## src/rscp_pkg.sv

```systemverilog
// Shared constants and types of the regulator serial control port.
package rscp_pkg;
	// Register indices on the serial bus.
	localparam logic [7:0] REG_STATUS = 8'h00; // Sticky fault flags.
	localparam logic [7:0] REG_VSEL = 8'h01; // Enable and reference code.
	localparam logic [7:0] REG_CTRL1 = 8'h02; // Mode, slew and emissions.
	localparam logic [7:0] REG_ID = 8'h03; // Read-only identity.
	localparam logic [7:0] REG_CTRL2 = 8'h04; // Trigger, discharge, power ok.
	// Field positions.
	localparam int ST_OC = 2; // Overcurrent flag.
	localparam int ST_OT = 1; // Overtemperature flag.
	localparam int ST_FBUV = 0; // Feedback under-voltage flag.
	localparam int VSEL_EN = 7; // Regulator enable.
	localparam int C1_MODE = 0; // Light-load skip mode allowed.
	localparam int C1_SLEW = 1; // Low bit of the two-bit slew select.
	localparam int C1_LOWEMI = 6; // Lower-emissions switch edge.
	localparam int C2_GO = 5; // Transition trigger position; not read, any write to the register triggers.
	localparam int C2_DISCH = 4; // Discharge output while disabled.
	localparam int C2_POWER_OK_FLAG = 3; // Power ok, read only.
	// Values after reset.
	localparam logic [7:0] CTRL1_RST = 8'h2f; // Skip mode on, slowest slew.
	localparam logic [7:0] CTRL2_RST = 8'h00; // No discharge.
	localparam logic [4:0] ADDR_FIXED = 5'h1c; // Upper slave address bits.
	// Timing at the 100 MHz block clock.
	localparam int CLK_PERIOD_NS = 10; // Block clock period.
	localparam int OC_BLANK_NS = 350; // Least upper switch off time.
	localparam int OC_BLANK_CYC = (OC_BLANK_NS + CLK_PERIOD_NS - 1) / CLK_PERIOD_NS;
	localparam int HICCUP_NS = 6500000; // Hiccup off time.
	localparam int HICCUP_CYC = HICCUP_NS / CLK_PERIOD_NS;
	localparam int SLEW_BASE_CYC = 100; // Cycles per code step at fastest slew.
	// Reference voltage in nanovolts.
	localparam logic [30:0] REF_BASE_NV = 31'h23c34600; // 0.6 V.
	localparam logic [30:0] REF_STEP_NV = 31'h00479edc; // 0.004693724 V per code.
	localparam logic [6:0] RISE_SLOW_PCT = 7'h19; // Rise rate reduction, 25 percent.
	// Serial slave states.
	typedef enum logic [3:0] {
		BUS_IDLE, BUS_ADDR, BUS_ACK_A, BUS_IDX, BUS_ACK_I,
		BUS_DAT, BUS_ACK_D, BUS_RD, BUS_RACK, BUS_IGNORE
	} rscp_bus_e;
	// Regulator sequencing phases.
	typedef enum logic [1:0] {PH_OFF, PH_START, PH_RUN, PH_HICCUP} rscp_ph_e;
endpackage

```

## src/rscp_top.sv

```systemverilog
// Serial control port and sequencing logic of a step-down regulator.
// What this block does
// - Overcurrent holds upper switch off 350 ns.
// - Under-voltage after startup: 6.5 ms off, restart.
// - Under-voltage ignored during startup.
// - Write code, then trigger; reference slews there.
// - Power ok low during ramp or outside envelope.
// - No active discharge in skip mode while running.
// - Bus disable stops regulator; bus stays alive.
// - Lower-emissions setting slows rise 25 percent.
// - Slave follows bus clock, up to 3.4 MHz.
// - Address is 11100 plus two strap bits.
// - Direction bit 0 writes, 1 reads.
// - Detect START and STOP; repeated START equals START.
// - Change driven data only while clock is low.
// - Eight bits MSB first, ninth is acknowledge.
// - Acknowledge every accepted byte once addressed.
// - Write is address, register index, data.
// - No address match leaves data released.
// - Refuse further bytes by withholding acknowledge.
// - Write data commits only at STOP.
// - Bus busy from START until STOP.
// - Reference is 0.6 V plus code times step.
// - Fault flags latch, written one clears.
// - Any trigger write after startup starts a transition.
// - Startup ramp always runs in skip mode.
`timescale 1ns/10ps
`default_nettype none
module rscp_top #(
	parameter logic [6:0] DEFAULT_CODE = 7'h40, // Reference code after reset.
	parameter logic [3:0] VENDOR_ID = 4'h5, // Arbitrary identity value.
	parameter logic [1:0] OUTPUT_SENSE_CODE = 2'h2, // Output option reported in identity.
	parameter int HICCUP_CYCLES = rscp_pkg::HICCUP_CYC, // Hiccup off time in cycles.
	parameter int SLEW_BASE = rscp_pkg::SLEW_BASE_CYC // Cycles per step, fastest.
) (
	input wire logic clk_i, // Block clock, 100 MHz.
	input wire logic rst_n_i, // Asynchronous reset, active low.
	input wire logic scl_i, // Serial bus clock pin.
	input wire logic sda_i, // Serial bus data pin level.
	output logic sda_o, // Data pin drive value, always low.
	output logic sda_oe_n_o, // Data pin drive enable, active low.
	input wire logic addr_strap_hi_i, // Upper address strap.
	input wire logic addr_strap_lo_i, // Lower address strap.
	input wire logic en_pin_i, // Enable pin.
	input wire logic overcurrent_limit_i, // Inductor current above limit.
	input wire logic output_sense_low_i, // Output below under-voltage threshold.
	input wire logic output_sense_ok_i, // Output inside the error envelope.
	input wire logic over_temp_i, // Overtemperature detected.
	output logic [6:0] ref_code_o, // Present reference code.
	output logic [30:0] ref_nv_o, // Present reference in nanovolts.
	output logic high_side_on_allow_o, // Upper switch may turn on.
	output logic switches_off_o, // Both output switches forced off.
	output logic regulator_on_o, // Regulator and support circuits powered.
	output logic light_load_skip_mode_o, // Discontinuous operation allowed.
	output logic discharge_en_o, // Active output discharge allowed.
	output logic slow_edge_o, // Lower-emissions switch edge selected.
	output logic [6:0] rise_slow_pct_o, // Rise rate reduction in percent.
	output logic power_ok_flag_o, // Output in regulation and not ramping.
	output logic power_good_output_o // Power good pin level.
);
	// Whole block state.
	typedef struct packed {
		rscp_pkg::rscp_bus_e st; // Serial slave state.
		logic [3:0] cnt; // Bit count within a byte.
		logic [7:0] sh; // Shift register.
		logic rw; // Direction of the current transfer.
		logic [7:0] idx; // Selected register.
		logic [7:0] pdat; // Pending write data.
		logic [7:0] pidx; // Register of the pending write.
		logic pv; // Pending write present.
		logic drv; // Pulling the data line low.
		logic scl_q; // Previous bus clock level.
		logic sda_q; // Previous bus data level.
		logic [2:0] status; // Sticky fault flags.
		logic [7:0] vsel; // Enable and reference code.
		logic [7:0] ctrl1; // Mode, slew and emissions.
		logic [7:0] ctrl2; // Trigger and discharge.
		rscp_pkg::rscp_ph_e ph; // Sequencing phase.
		logic [6:0] cur; // Present reference code.
		logic [6:0] tgt; // Reference code being approached.
		logic [15:0] slew; // Cycles to the next code step.
		logic [5:0] blank; // Upper switch blanking count.
		logic [19:0] hic; // Hiccup off count.
	} rscp_state_s;

	localparam rscp_state_s RST_ST = '{
		st: rscp_pkg::BUS_IDLE, ph: rscp_pkg::PH_OFF,
		vsel: {1'b1, DEFAULT_CODE}, ctrl1: rscp_pkg::CTRL1_RST,
		ctrl2: rscp_pkg::CTRL2_RST, scl_q: 1'b1, sda_q: 1'b1, default: '0
	};

	rscp_state_s q; // Registered state.
	rscp_state_s next_q; // Next state.
	logic [8:0] syn; // Synchronised pin levels.
	logic scl_s, sda_s, hi_s, lo_s, en_s, oc_s, uv_s, env_s, ot_s; // Named levels.
	logic rise, fall, start_ev, stop_ev; // Bus events.
	logic running, ramping, power_ok_flag; // Sequencing status.
	logic addr_hit; // Address byte matches this slave.

	// Reference in nanovolts for a code.
	function automatic logic [30:0] ref_nv(input logic [6:0] code);
		ref_nv = rscp_pkg::REF_BASE_NV + 31'(code * rscp_pkg::REF_STEP_NV);
	endfunction

	// Read view of a register; unmapped indices read zero.
	function automatic logic [7:0] rd_reg(input rscp_state_s s, input logic ok,
		input logic [1:0] strap);
		if (s.idx == rscp_pkg::REG_STATUS) begin
			rd_reg = {5'h00, s.status};
		end else if (s.idx == rscp_pkg::REG_VSEL) begin
			rd_reg = s.vsel;
		end else if (s.idx == rscp_pkg::REG_CTRL1) begin
			rd_reg = s.ctrl1;
		end else if (s.idx == rscp_pkg::REG_ID) begin
			rd_reg = {VENDOR_ID, strap, OUTPUT_SENSE_CODE};
		end else if (s.idx == rscp_pkg::REG_CTRL2) begin
			rd_reg = {s.ctrl2[7:4], ok, s.ctrl2[2:0]};
		end else begin
			rd_reg = 8'h00;
		end
	endfunction

	// All pins and comparators are asynchronous; bus lines rest high.
	rscp_sync #(.W(9)) u_sync (
		.clk_i(clk_i),
		.rst_n_i(rst_n_i),
		.din_i({scl_i, sda_i, addr_strap_hi_i, addr_strap_lo_i, en_pin_i,
			overcurrent_limit_i, output_sense_low_i, output_sense_ok_i, over_temp_i}),
		.rst_val_i(9'h180),
		.dout_o(syn)
	);
	assign {scl_s, sda_s, hi_s, lo_s, en_s, oc_s, uv_s, env_s, ot_s} = syn;

	// The slave is timed by edges of the sampled bus clock; START and STOP by data edges while it is high.
	assign rise = scl_s & ~q.scl_q;
	assign fall = ~scl_s & q.scl_q;
	assign start_ev = scl_s & q.scl_q & q.sda_q & ~sda_s;
	assign stop_ev = scl_s & q.scl_q & ~q.sda_q & sda_s;
	assign addr_hit = q.sh[7:1] == {rscp_pkg::ADDR_FIXED, hi_s, lo_s};
	assign running = (q.ph == rscp_pkg::PH_START) || (q.ph == rscp_pkg::PH_RUN);
	assign ramping = running && (q.cur != q.tgt);
	assign power_ok_flag = (q.ph == rscp_pkg::PH_RUN) && !ramping && env_s;

	// Next-state logic for the slave, the registers and the sequencer.
	always_comb begin
		logic go;
		logic en;
		logic [2:0] clr;
		logic [2:0] ev;
		logic [7:0] rdv;
		go = 1'b0;
		clr = 3'h0;
		en = 1'b0;
		ev = 3'h0;
		// Read view of the selected register, loaded into the shifter on a read.
		rdv = rd_reg(q, power_ok_flag, {hi_s, lo_s});
		next_q = q;
		next_q.scl_q = scl_s;
		next_q.sda_q = sda_s;
		// A repeated START restarts the frame and drops unconfirmed data.
		if (start_ev) begin
			next_q.st = rscp_pkg::BUS_ADDR;
			next_q.cnt = 4'h0;
			next_q.pv = 1'b0;
			next_q.drv = 1'b0;
		end else if (stop_ev) begin
			// Only a STOP makes a received data byte take effect.
			next_q.st = rscp_pkg::BUS_IDLE;
			next_q.drv = 1'b0;
			next_q.pv = 1'b0;
			if (q.pv) begin
				if (q.pidx == rscp_pkg::REG_STATUS) begin
					clr = q.pdat[2:0];
				end else if (q.pidx == rscp_pkg::REG_VSEL) begin
					next_q.vsel = q.pdat;
				end else if (q.pidx == rscp_pkg::REG_CTRL1) begin
					next_q.ctrl1 = q.pdat;
				end else if (q.pidx == rscp_pkg::REG_CTRL2) begin
					next_q.ctrl2 = q.pdat;
					go = 1'b1;
				end
			end
		end else if (rise) begin
			// Data is sampled while the clock is high, MSB first.
			case (q.st)
				rscp_pkg::BUS_ADDR, rscp_pkg::BUS_IDX, rscp_pkg::BUS_DAT: begin
					next_q.sh = {q.sh[6:0], sda_s};
					next_q.cnt = q.cnt + 4'h1;
				end
				rscp_pkg::BUS_RACK: begin
					next_q.st = rscp_pkg::BUS_IGNORE;
				end
				default: begin
				end
			endcase
		end else if (fall) begin
			// The data line changes only after the clock has fallen.
			case (q.st)
				rscp_pkg::BUS_ADDR: begin
					if (q.cnt == 4'h8) begin
						if (addr_hit) begin
							next_q.drv = 1'b1;
							next_q.rw = q.sh[0];
							next_q.st = rscp_pkg::BUS_ACK_A;
						end else begin
							next_q.st = rscp_pkg::BUS_IGNORE;
						end
					end
				end
				rscp_pkg::BUS_ACK_A: begin
					next_q.cnt = 4'h0;
					if (q.rw) begin
						// Read returns the register chosen by the last index.
						next_q.sh = {rdv[6:0], 1'b0};
						next_q.drv = ~rdv[7];
						next_q.cnt = 4'h1;
						next_q.st = rscp_pkg::BUS_RD;
					end else begin
						next_q.drv = 1'b0;
						next_q.st = rscp_pkg::BUS_IDX;
					end
				end
				rscp_pkg::BUS_IDX: begin
					if (q.cnt == 4'h8) begin
						next_q.idx = q.sh;
						next_q.drv = 1'b1;
						next_q.st = rscp_pkg::BUS_ACK_I;
					end
				end
				rscp_pkg::BUS_ACK_I: begin
					next_q.drv = 1'b0;
					next_q.cnt = 4'h0;
					next_q.st = rscp_pkg::BUS_DAT;
				end
				rscp_pkg::BUS_DAT: begin
					if (q.cnt == 4'h8) begin
						next_q.pdat = q.sh;
						next_q.pidx = q.idx;
						next_q.pv = 1'b1;
						next_q.drv = 1'b1;
						next_q.st = rscp_pkg::BUS_ACK_D;
					end
				end
				rscp_pkg::BUS_ACK_D: begin
					// One data byte per write; later bytes see no acknowledge.
					next_q.drv = 1'b0;
					next_q.st = rscp_pkg::BUS_IGNORE;
				end
				rscp_pkg::BUS_RD: begin
					if (q.cnt == 4'h8) begin
						next_q.drv = 1'b0;
						next_q.st = rscp_pkg::BUS_RACK;
					end else begin
						next_q.drv = ~q.sh[7];
						next_q.sh = {q.sh[6:0], 1'b0};
						next_q.cnt = q.cnt + 4'h1;
					end
				end
				default: begin
					next_q.drv = 1'b0;
				end
			endcase
		end
		// Upper switch blanking restarts on every overcurrent sample while running.
		if (oc_s && running) begin
			next_q.blank = 6'(rscp_pkg::OC_BLANK_CYC);
		end else if (q.blank != 6'h00) begin
			next_q.blank = q.blank - 6'h01;
		end
		// Reference slews one code per period set by the slew select.
		if (ramping) begin
			if (q.slew == 16'h0000) begin
				next_q.cur = (q.cur < q.tgt) ? q.cur + 7'h01 : q.cur - 7'h01;
				next_q.slew = 16'(SLEW_BASE << q.ctrl1[rscp_pkg::C1_SLEW +: 2]);
			end else begin
				next_q.slew = q.slew - 16'h0001;
			end
		end
		// Sequencer; a disable from either source wins over everything.
		en = q.vsel[rscp_pkg::VSEL_EN] & en_s;
		ev = {oc_s & running, ot_s, 1'b0};
		case (q.ph)
			rscp_pkg::PH_OFF: begin
				if (en) begin
					next_q.ph = rscp_pkg::PH_START;
					next_q.cur = 7'h00;
					next_q.tgt = q.vsel[6:0];
				end
			end
			rscp_pkg::PH_START: begin
				// Under-voltage is not looked at until the ramp ends.
				if (!ramping) begin
					next_q.ph = rscp_pkg::PH_RUN;
				end
			end
			rscp_pkg::PH_RUN: begin
				if (uv_s) begin
					ev[rscp_pkg::ST_FBUV] = 1'b1;
					next_q.ph = rscp_pkg::PH_HICCUP;
					next_q.hic = 20'(HICCUP_CYCLES - 1);
				end else if (go) begin
					next_q.tgt = q.vsel[6:0];
					next_q.slew = 16'h0000;
				end
			end
			default: begin
				if (q.hic == 20'h00000) begin
					next_q.ph = rscp_pkg::PH_START;
					next_q.cur = 7'h00;
					next_q.tgt = q.vsel[6:0];
				end else begin
					next_q.hic = q.hic - 20'h00001;
				end
			end
		endcase
		if (!en) begin
			next_q.ph = rscp_pkg::PH_OFF;
		end
		// A new event outranks a clear written in the same cycle.
		next_q.status = (q.status & ~clr) | ev;
	end

	// Single state register.
	always_ff @(posedge clk_i or negedge rst_n_i) begin
		if (!rst_n_i) begin
			q <= RST_ST;
		end else begin
			q <= next_q;
		end
	end

	// Outputs decoded from the registered state.
	assign sda_o = 1'b0;
	assign sda_oe_n_o = ~q.drv;
	assign ref_code_o = q.cur;
	assign ref_nv_o = ref_nv(q.cur);
	assign high_side_on_allow_o = running && (q.blank == 6'h00);
	assign switches_off_o = !running;
	assign regulator_on_o = q.ph != rscp_pkg::PH_OFF;
	assign light_load_skip_mode_o = (q.ph == rscp_pkg::PH_START) ||
		q.ctrl1[rscp_pkg::C1_MODE];
	// Discharge while ramping down only in forced switching; skip mode coasts.
	assign discharge_en_o = ((q.ph == rscp_pkg::PH_RUN) && (q.cur > q.tgt) &&
		!light_load_skip_mode_o) || ((q.ph == rscp_pkg::PH_OFF) &&
		q.ctrl2[rscp_pkg::C2_DISCH]);
	assign slow_edge_o = q.ctrl1[rscp_pkg::C1_LOWEMI];
	assign rise_slow_pct_o = slow_edge_o ? rscp_pkg::RISE_SLOW_PCT : 7'h00;
	assign power_ok_flag_o = power_ok_flag;
	assign power_good_output_o = power_ok_flag;
endmodule
`default_nettype wire

```

## src/rscp_sync.sv

```systemverilog
// Two-stage synchroniser for a group of asynchronous levels.
`timescale 1ns/10ps
`default_nettype none
module rscp_sync #(
	parameter int W = 1 // Number of levels.
) (
	input wire logic clk_i, // Block clock.
	input wire logic rst_n_i, // Asynchronous reset, active low.
	input wire logic [W-1:0] din_i, // Asynchronous levels.
	input wire logic [W-1:0] rst_val_i, // Constant value held in reset.
	output logic [W-1:0] dout_o // Synchronised levels.
);
	// Both stages; the first is read only by the second.
	typedef struct packed {
		logic [W-1:0] s1; // First stage.
		logic [W-1:0] s2; // Second stage.
	} rscp_sync_s;
	rscp_sync_s q; // Registered state.
	rscp_sync_s next_q; // Next state.

	// Shift the levels one stage per clock. Levels whose reset value is one are stored
	// inverted, so that a cleared stage reads back as the reset value and no false edge
	// follows reset.
	always_comb begin
		next_q.s1 = din_i ^ rst_val_i;
		next_q.s2 = q.s1;
	end

	// Reset clears both stages, so each level reads its reset value; the reset value is a constant at every use.
	always_ff @(posedge clk_i or negedge rst_n_i) begin
		if (!rst_n_i) begin
			q <= '0;
		end else begin
			q <= next_q;
		end
	end

	assign dout_o = q.s2 ^ rst_val_i;
endmodule
`default_nettype wire

```

## config.mk

```make
export PLATFORM = sky130hd
export DESIGN_NAME = rscp_top
export DESIGN_NICKNAME = d
export VERILOG_FILES = /design/src/rscp_pkg.sv /design/src/rscp_top.sv /design/src/rscp_sync.sv
export SDC_FILE = /design/constraint.sdc
export NUM_CORES = 1
export LEC_CHECK = 0
export CAP_MARGIN = 20
export CORE_MARGIN = 2
export CORE_UTILIZATION = 56
export DETAILED_ROUTE_END_ITERATION = 10
export DONT_BUFFER_PORTS = 1
export PLACE_DENSITY = 0.69
export SETUP_SLACK_MARGIN = 0.15
export SLEW_MARGIN = 20
export SYNTH_ARGS = -nofsm -noshare
export SYNTH_HDL_FRONTEND = slang
export SYNTH_HIERARCHICAL = 1
export SYNTH_SLANG_ARGS = --single-unit
```

## constraint.sdc

```tcl
create_clock -name clk_i -period 5.6 [get_ports clk_i]
set_clock_uncertainty 0.15 [all_clocks]
set_input_delay 0.28 -clock clk_i [delete_from_list [all_inputs] [get_ports clk_i]]
set_output_delay 0.28 -clock clk_i [all_outputs]
set_load 0.02 [all_outputs]
```

==> out/qor.csv, run 1 <==
metric,value,unit
outcome,"finished, violations left",
violated checks,setup timing,
vias,8574,
static leakage,6.13,nW
Peak Freq,173,MHz
Mapped Cells,1137,
worst hold path type,flip-flop to flip-flop,
"Slew Viols, Final",0,
Antenna Nets Post-Route,0,
Total GRT Usage,25.3,%
#FFs+latches synth,147,
final hold viol count,0,
cts bufs inserted,17,
layout cells sized above 1,24.4,%
"most common cell after layout, fill and taps aside",dfrtp_1,
sequential fraction of the synthesis area,33.9,%
RSZ-0062 raised after global routing,true,
hpwl dp,17200,µm
synth unique cells,88,
peak supply drop,0.257,mV
Root Buffer,clkbuf_16,
Worst Setup EP,ref_nv_o[23],
most frequent cells in the layout,"dfrtp_1, inv_1, nor2_1, nand2_1, buf_4",
# fillers,1411,
WL final,25600,µm
area occupied by multi-input gates,7190,µm²
Final Cycle Share,103,%
arrival time at the worst endpoint,5.35,ns
Mapped Area,10900,µm²
"Setup violations, final",12,
final worst path period need,5.78,ns
"Req. time, crit path",5.17,ns
Die X-Extent,143,µm
prevailing post-synth register cell,dfrtp_1,
Critical Path End Type,output pin,
Post-DP Area,11300,µm²
worst reg-to-reg path cell count,18,
full die area,20600,µm²
Initial Util,57.6,%
vias in the first global route,8340,
DR iter-0 viols,584,
fin nets,1366,
Worst R2R End,ref_code_o[6],
wire per inst,17.0,µm
power density cells,184,nW/µm²
Slew @ Worst Pin,1.06,ns
NetSw,0.626,mW
sequential cell area,3690,µm²
cell area after layout,13000,µm²
"Avg Cell Area, Syn",9.57,µm²
CTS tree,yes,
Critical R2R Launch,ref_code_o[0],
r2r setup slk,1.29,ns
pin count of the biggest net entering global routing,148,
CP startpoint kind,flip-flop,
number of antenna diodes,0,
ys async rst share,100,%
site row count,50,
clock insertion delay at the later pin of the skew report,0.43,ns
DR DRC count,0,
via/cell ratio,5.71,
GPL Wtd Cong,0.892,
DRT Pass-1 Iters,5,
Switching Share,26.0,%
YS warnings,6,
number of synthesized flops with an enable pin,0,
worst setup path startpoint,ref_code_o[5],
Crit Path Class,flip-flop to output pin,
clock sink count,147,
Hold Slack,0.202,ns
die height,143,µm
global-route wire length before repair,41400,µm
Clock power frac,45.9,%
internal power,1.78,mW
Bufs on Longest Clock Path,2,
max-cap violation count,0,
# IOs,66,
global route overflow,0,
worst hold path depth,0,
Buffers on Ports,0,
core area,18900,µm²
Layout area overhead,19.9,%
H-tree depth,4,
final worst slack,-0.180,ns
Logic pwr share,7.1,%
worst-path maximum fanout,5,
max_slew headroom,29.0,%
share of power burned in registers,47.0,%
antenna violations before repair,0,
"CTS clk-pin slew, worst paths",0.06,ns
## critical path, stage by stage (launching register included)
cell,delay (ns)
dfrtp_2,0.44
fa_2,0.52
buf_6,0.15
fa_1,0.48
inv_2,0.05
fa_2,0.56
fa_1,0.45
inv_2,0.09
ha_4,0.22
a21o_1,0.27
a21oi_1,0.24
o21bai_1,0.09
a311o_1,0.32
a21o_1,0.24
nand3_2,0.15
nor3_2,0.06
buf_4,0.16
nor2_2,0.11
xor2_1,0.15
buf_4,0.15
## cell families (layout without fill, tap and decap cells)
kind of cell    after synthesis  after routing  synth area share (%)
compound gates              228            228                  14.2
xor+xnor                     85             85                  6.98
fa+ha+maj                   126            126                  17.2
buf+inv                     155            237                  6.02
flops                       147            147                  33.9
mux                          59             59                  6.02
other cells                   2             25                0.0690
simple gates                335            335                  15.6
## how the worst min path moves through the flow
stage               slack (ns)             start          end
floorplan                -0.17           rst_n_i         q[0]
global placement         -0.16           rst_n_i       q[129]
detailed placement       -0.16           rst_n_i       q[126]
CTS                       0.20  u_sync/next_q[4]  u_sync/q[4]
global route              0.21  u_sync/next_q[8]  u_sync/q[8]
finish                    0.20  u_sync/next_q[4]  u_sync/q[4]
## timing repair
action | 4_1_cts | 5_1_grt
hold endpoints to repair | 156 | 0
hold buffers | 11 | 0
buffers inserted | 35 | 17
endpoints found under the setup margin | 16 | 15
pin swaps | 48 | 44
gates cloned | 1 | 0
resized for setup | 81 | 40
## Yosys cell counts (11+ instances only)
master    count  area share [%]
xnor2_1      41             3.3
nor2_1       87             3.0
a21o_1       13            0.90
nand3_1      16            0.74
nor2b_1      11            0.63
fa_1         39             7.2
and2_1       12            0.69
a22oi_1      12            0.83
buf_4        19             1.3
o21ai_0      47             2.2
nor3_1       33             1.5
inv_1       104             3.6
mux2_2       52             5.4
dfrtp_1     138              32
o31ai_1      13            0.90
nand2_1      90             3.1
clkbuf_1     28            0.97
xor2_1       42             3.4
nor4_1       13            0.75
ha_1         87              10
a21oi_1      56             2.6
## sequential cells by signal, summed over array words and instances, names as in the netlist
name	flops
q	121
u_sync/next_q	9
u_sync/q	9
ref_code_o	7
slow_edge_o	1
## power groups by stage
stage / clock network [mW] / logic, mW / registers, mW
6_report: 1.10 / 0.171 / 1.13
2_1_floorplan: 0 / 0.119 / 1.13
4_1_cts: 1.12 / 0.172 / 1.13
5_1_grt: 1.16 / 0.194 / 1.13
3_5_place_dp: 0 / 0.142 / 1.15
3_3_place_gp: 0 / 0.137 / 1.15
## stage by stage
stage	setup TNS, ns	instances	utilization [%]	power, mW	setup WS [ns]
after floorplan	0	1160	-	1.25	0.152
after global placement	0	1406	59.9	1.28	0.0597
after detailed placement	-0.0850	1406	59.9	1.29	-0.0850
after CTS	-0.337	1485	67.2	2.42	-0.0933
after global routing	-3.23	1502	69.0	2.49	-0.315
final	-1.23	1502	69.0	2.40	-0.180
## per-layer routing
metal	routed length, µm	part of all wire [%]	track usage, %	vias up
li1	-	-	-	4091
met3	959	3.8	4.53	35
met4	408	1.6	6.09	0
met1	11900	46	35.3	4248
met2	12300	48	41.3	200
met5	0	0	0	-
## cell type report
cell class / instances / share of cell area [%]
Inverter: 105 / 3.06
Clock buffer: 19 / 3.40
Sequential cell: 147 / 28.3
Timing Repair Buffer: 100 / 6.64
Clock inverter: 13 / 0.969
Tap cell: 260 / 2.49
Multi-Input combinational cell: 858 / 55.1
No activity file was read; power rests on OpenSTA's default activity.
==> inputs of run 2 (changes only) <==
- BUFFER_PORTS_ARGS: unset -> -buffer_cell sky130_fd_sc_hd__buf_2
- CORE_UTILIZATION: 56 -> 33
- DONT_BUFFER_PORTS: 1 -> unset
- PLACE_DENSITY: 0.69 -> 0.47
==> run 2 against run 1 <==
Net effect:
- routed wire length is 3.0% higher
- utilization fell by 27 points
- setup slack better by 0.054 ns
- maximum frequency grew 0.95%
- hold slack worse by 0.0032 ns
- combinational power rose by 2%
- cell area increased by 4.4%
- clock-buffer cell count is 1 lower
- register-to-register slack better by 0.12 ns
- the flow still finishes with violations (setup timing)
- via count decreased by 1.3%
- flip-flop and latch count unchanged
==> out/qor.csv, run 2 (synthesized netlist as in run 1, its figures left out) <==
metric,value,unit,change
outcome,"finished, violations left",,unchanged
violated checks,setup timing,,unchanged
final hold viol count,0,,unchanged
arrival time at the worst endpoint,5.30,ns,was 5.35 ns
pin count of the biggest net entering global routing,104,,was 148
global-route wire length before repair,43500,µm,was 41400 µm
DR DRC count,0,,unchanged
Buffers on Ports,58,,was 0
Critical Path End Type,output pin,,unchanged
fin nets,1422,,was 1366
CTS tree,yes,,unchanged
max FFs per register,121,,unchanged
H-tree depth,4,,unchanged
DRT Pass-1 Iters,4,,was 5
placed cells,1650,,was 1406
RSZ-0062 raised after global routing,true,,unchanged
Hold Slack,0.198,ns,was 0.202 ns
final worst slack,-0.125,ns,was -0.180 ns
Root Buffer,clkbuf_16,,unchanged
final cell count without fillers,1740,,was 1502
Final Cycle Share,102,%,was 103%
"CTS clk-pin slew, worst paths",0.06,ns,about the same
static leakage,6.39,nW,was 6.13 nW
Peak Freq,175,MHz,was 173 MHz
Initial Util,33.4,%,was 57.6%
Total GRT Usage,15.9,%,was 25.3%
Top reg by flops,q,,unchanged
Switching Share,26.8,%,was 26.0%
"Setup violations, final",9,,was 12
power density cells,175,nW/µm²,was 184 nW/µm²
core area,32500,µm²,was 18900 µm²
clock insertion delay at the later pin of the skew report,0.43,ns,about the same
# IOs,66,,unchanged
worst hold path type,flip-flop to flip-flop,,unchanged
CP startpoint kind,flip-flop,,unchanged
"Req. time, crit path",5.17,ns,about the same
Crit Path Class,flip-flop to output pin,,unchanged
cts bufs inserted,17,,unchanged
antenna violations before repair,0,,unchanged
share of power burned in registers,47.2,%,was 47.0%
r2r setup slk,1.41,ns,was 1.29 ns
clock sink count,147,,unchanged
Layout area overhead,25.1,%,was 19.9%
DR iter-0 viols,268,,was 584
Antenna Nets Post-Route,0,,unchanged
wire per inst,15.1,µm,was 17.0 µm
global route overflow,0,,unchanged
vias,8460,,was 8574
Logic pwr share,7.3,%,was 7.1%
GPL Wtd Cong,0.805,,was 0.892
Slew @ Worst Pin,0.985,ns,was 1.06 ns
"Slew Viols, Final",0,,unchanged
layout cells sized above 1,28.4,%,was 24.4%
worst-path maximum fanout,5,,unchanged
hpwl dp,19600,µm,was 17200 µm
site row count,66,,was 50
Die X-Extent,186,µm,was 143 µm
max-cap violation count,0,,unchanged
most frequent cells in the layout,"dfrtp_1, inv_1, buf_4, nor2_1, nand2_1",,"was dfrtp_1, inv_1, nor2_1, nand2_1, buf_4"
full die area,34400,µm²,was 20600 µm²
"most common cell after layout, fill and taps aside",dfrtp_1,,unchanged
WL final,26300,µm,was 25600 µm
NetSw,0.640,mW,was 0.626 mW
via/cell ratio,4.86,,was 5.71
peak supply drop,0.125,mV,was 0.257 mV
# fillers,3218,,was 1411
max_slew headroom,33.8,%,was 29.0%
vias in the first global route,8288,,was 8340
Bufs on Longest Clock Path,2,,unchanged
Clock power frac,45.5,%,was 45.9%
number of antenna diodes,0,,unchanged
die height,186,µm,was 143 µm
final worst path period need,5.73,ns,was 5.78 ns
internal power,1.75,mW,was 1.78 mW
[run 2: changes by cell type in the layout (fill, tap and decap cells not counted), sizes merged]
| cell | change |
|---|---|
| buf | +57 |
| inv | +5 |
| clkinvlp | -2 |
| bufbuf | -1 |
| bufinv | -1 |
| clkbuf | -1 |
| clkinv | -1 |
[run 2: per-stage QoR]
stage / total power [mW] / utilization, % / setup TNS (ns) / cell area [µm²] / setup WS, ns
floorplan: 1.25 / - / 0 / 11000 / 0.152
global placement: 1.32 / 36.5 / -0.0187 / 11900 / -0.0187
detailed placement: 1.32 / 36.5 / -0.122 / 11900 / -0.0781
CTS: 2.42 / 40.8 / -1.17 / 13300 / -0.154
global route: 2.49 / 41.8 / -2.91 / 13600 / -0.334
finish: 2.38 / 41.8 / -0.623 / 13600 / -0.125
[run 2: layer usage]
layer / vias to the layer above / part of all wire, % / track usage, %
met5: - / 0 / 0
li1: 4203 / - / -
met1: 4109 / 47 / 21.2
met3: 28 / 2.8 / 2.64
met2: 120 / 49 / 26.6
met4: 0 / 1.5 / 4.19
[run 2: timing repair]
action,in CTS,in global routing
hold buffers,10,0
endpoints found under the setup margin,16,15
resized for setup,94,56
pin swaps,41,23
endpoints found under the hold margin,104,0
setup buffers,36,11
[run 2: path summary, 6_finish.rpt]
path / start / to / cells after the start
worst max register to register: ref_code_o[1] / ref_code_o[6] / 19
min in group asynchronous: rst_n_i / q[38] / 2
max in group asynchronous: rst_n_i / q[70] / 4
worst min-delay path: u_sync/next_q[6] / u_sync/q[6] / 0
worst max-delay path: ref_code_o[6] / ref_nv_o[25] / 16
worst min register to register: u_sync/next_q[6] / u_sync/q[6] / 0
[run 2: critical path, stage by stage (launching register included)]
cell	delay [ns]
dfrtp_2	0.43
fa_2	0.62
fa_1	0.46
fa_2	0.38
fa_1	0.45
ha_2	0.19
or3_4	0.38
o22a_4	0.25
xnor2_2	0.15
ha_2	0.20
o41ai_4	0.41
a211oi_2	0.11
buf_4	0.17
nor3_4	0.26
nor2b_1	0.10
xnor2_1	0.15
buf_4	0.16
[run 2: cell type report]
class / count / area [µm²] / share of cell area (%)
Clock buffer: 18 / 439 / 3.23
Clock inverter: 14 / 116 / 0.855
Inverter: 105 / 394 / 2.89
Multi-Input combinational cell: 858 / 7260 / 53.3
Sequential cell: 147 / 3690 / 27.1
Tap cell: 442 / 553 / 4.06
Timing Repair Buffer: 156 / 1160 / 8.53
[run 2: power groups by stage]
stage / sequential, mW / clock [mW] / combinational [mW]
floorplan: 1.13 / 0 / 0.119
global placement: 1.15 / 0 / 0.169
detailed placement: 1.15 / 0 / 0.170
CTS: 1.13 / 1.12 / 0.176
global route: 1.13 / 1.16 / 0.200
finish: 1.13 / 1.08 / 0.175
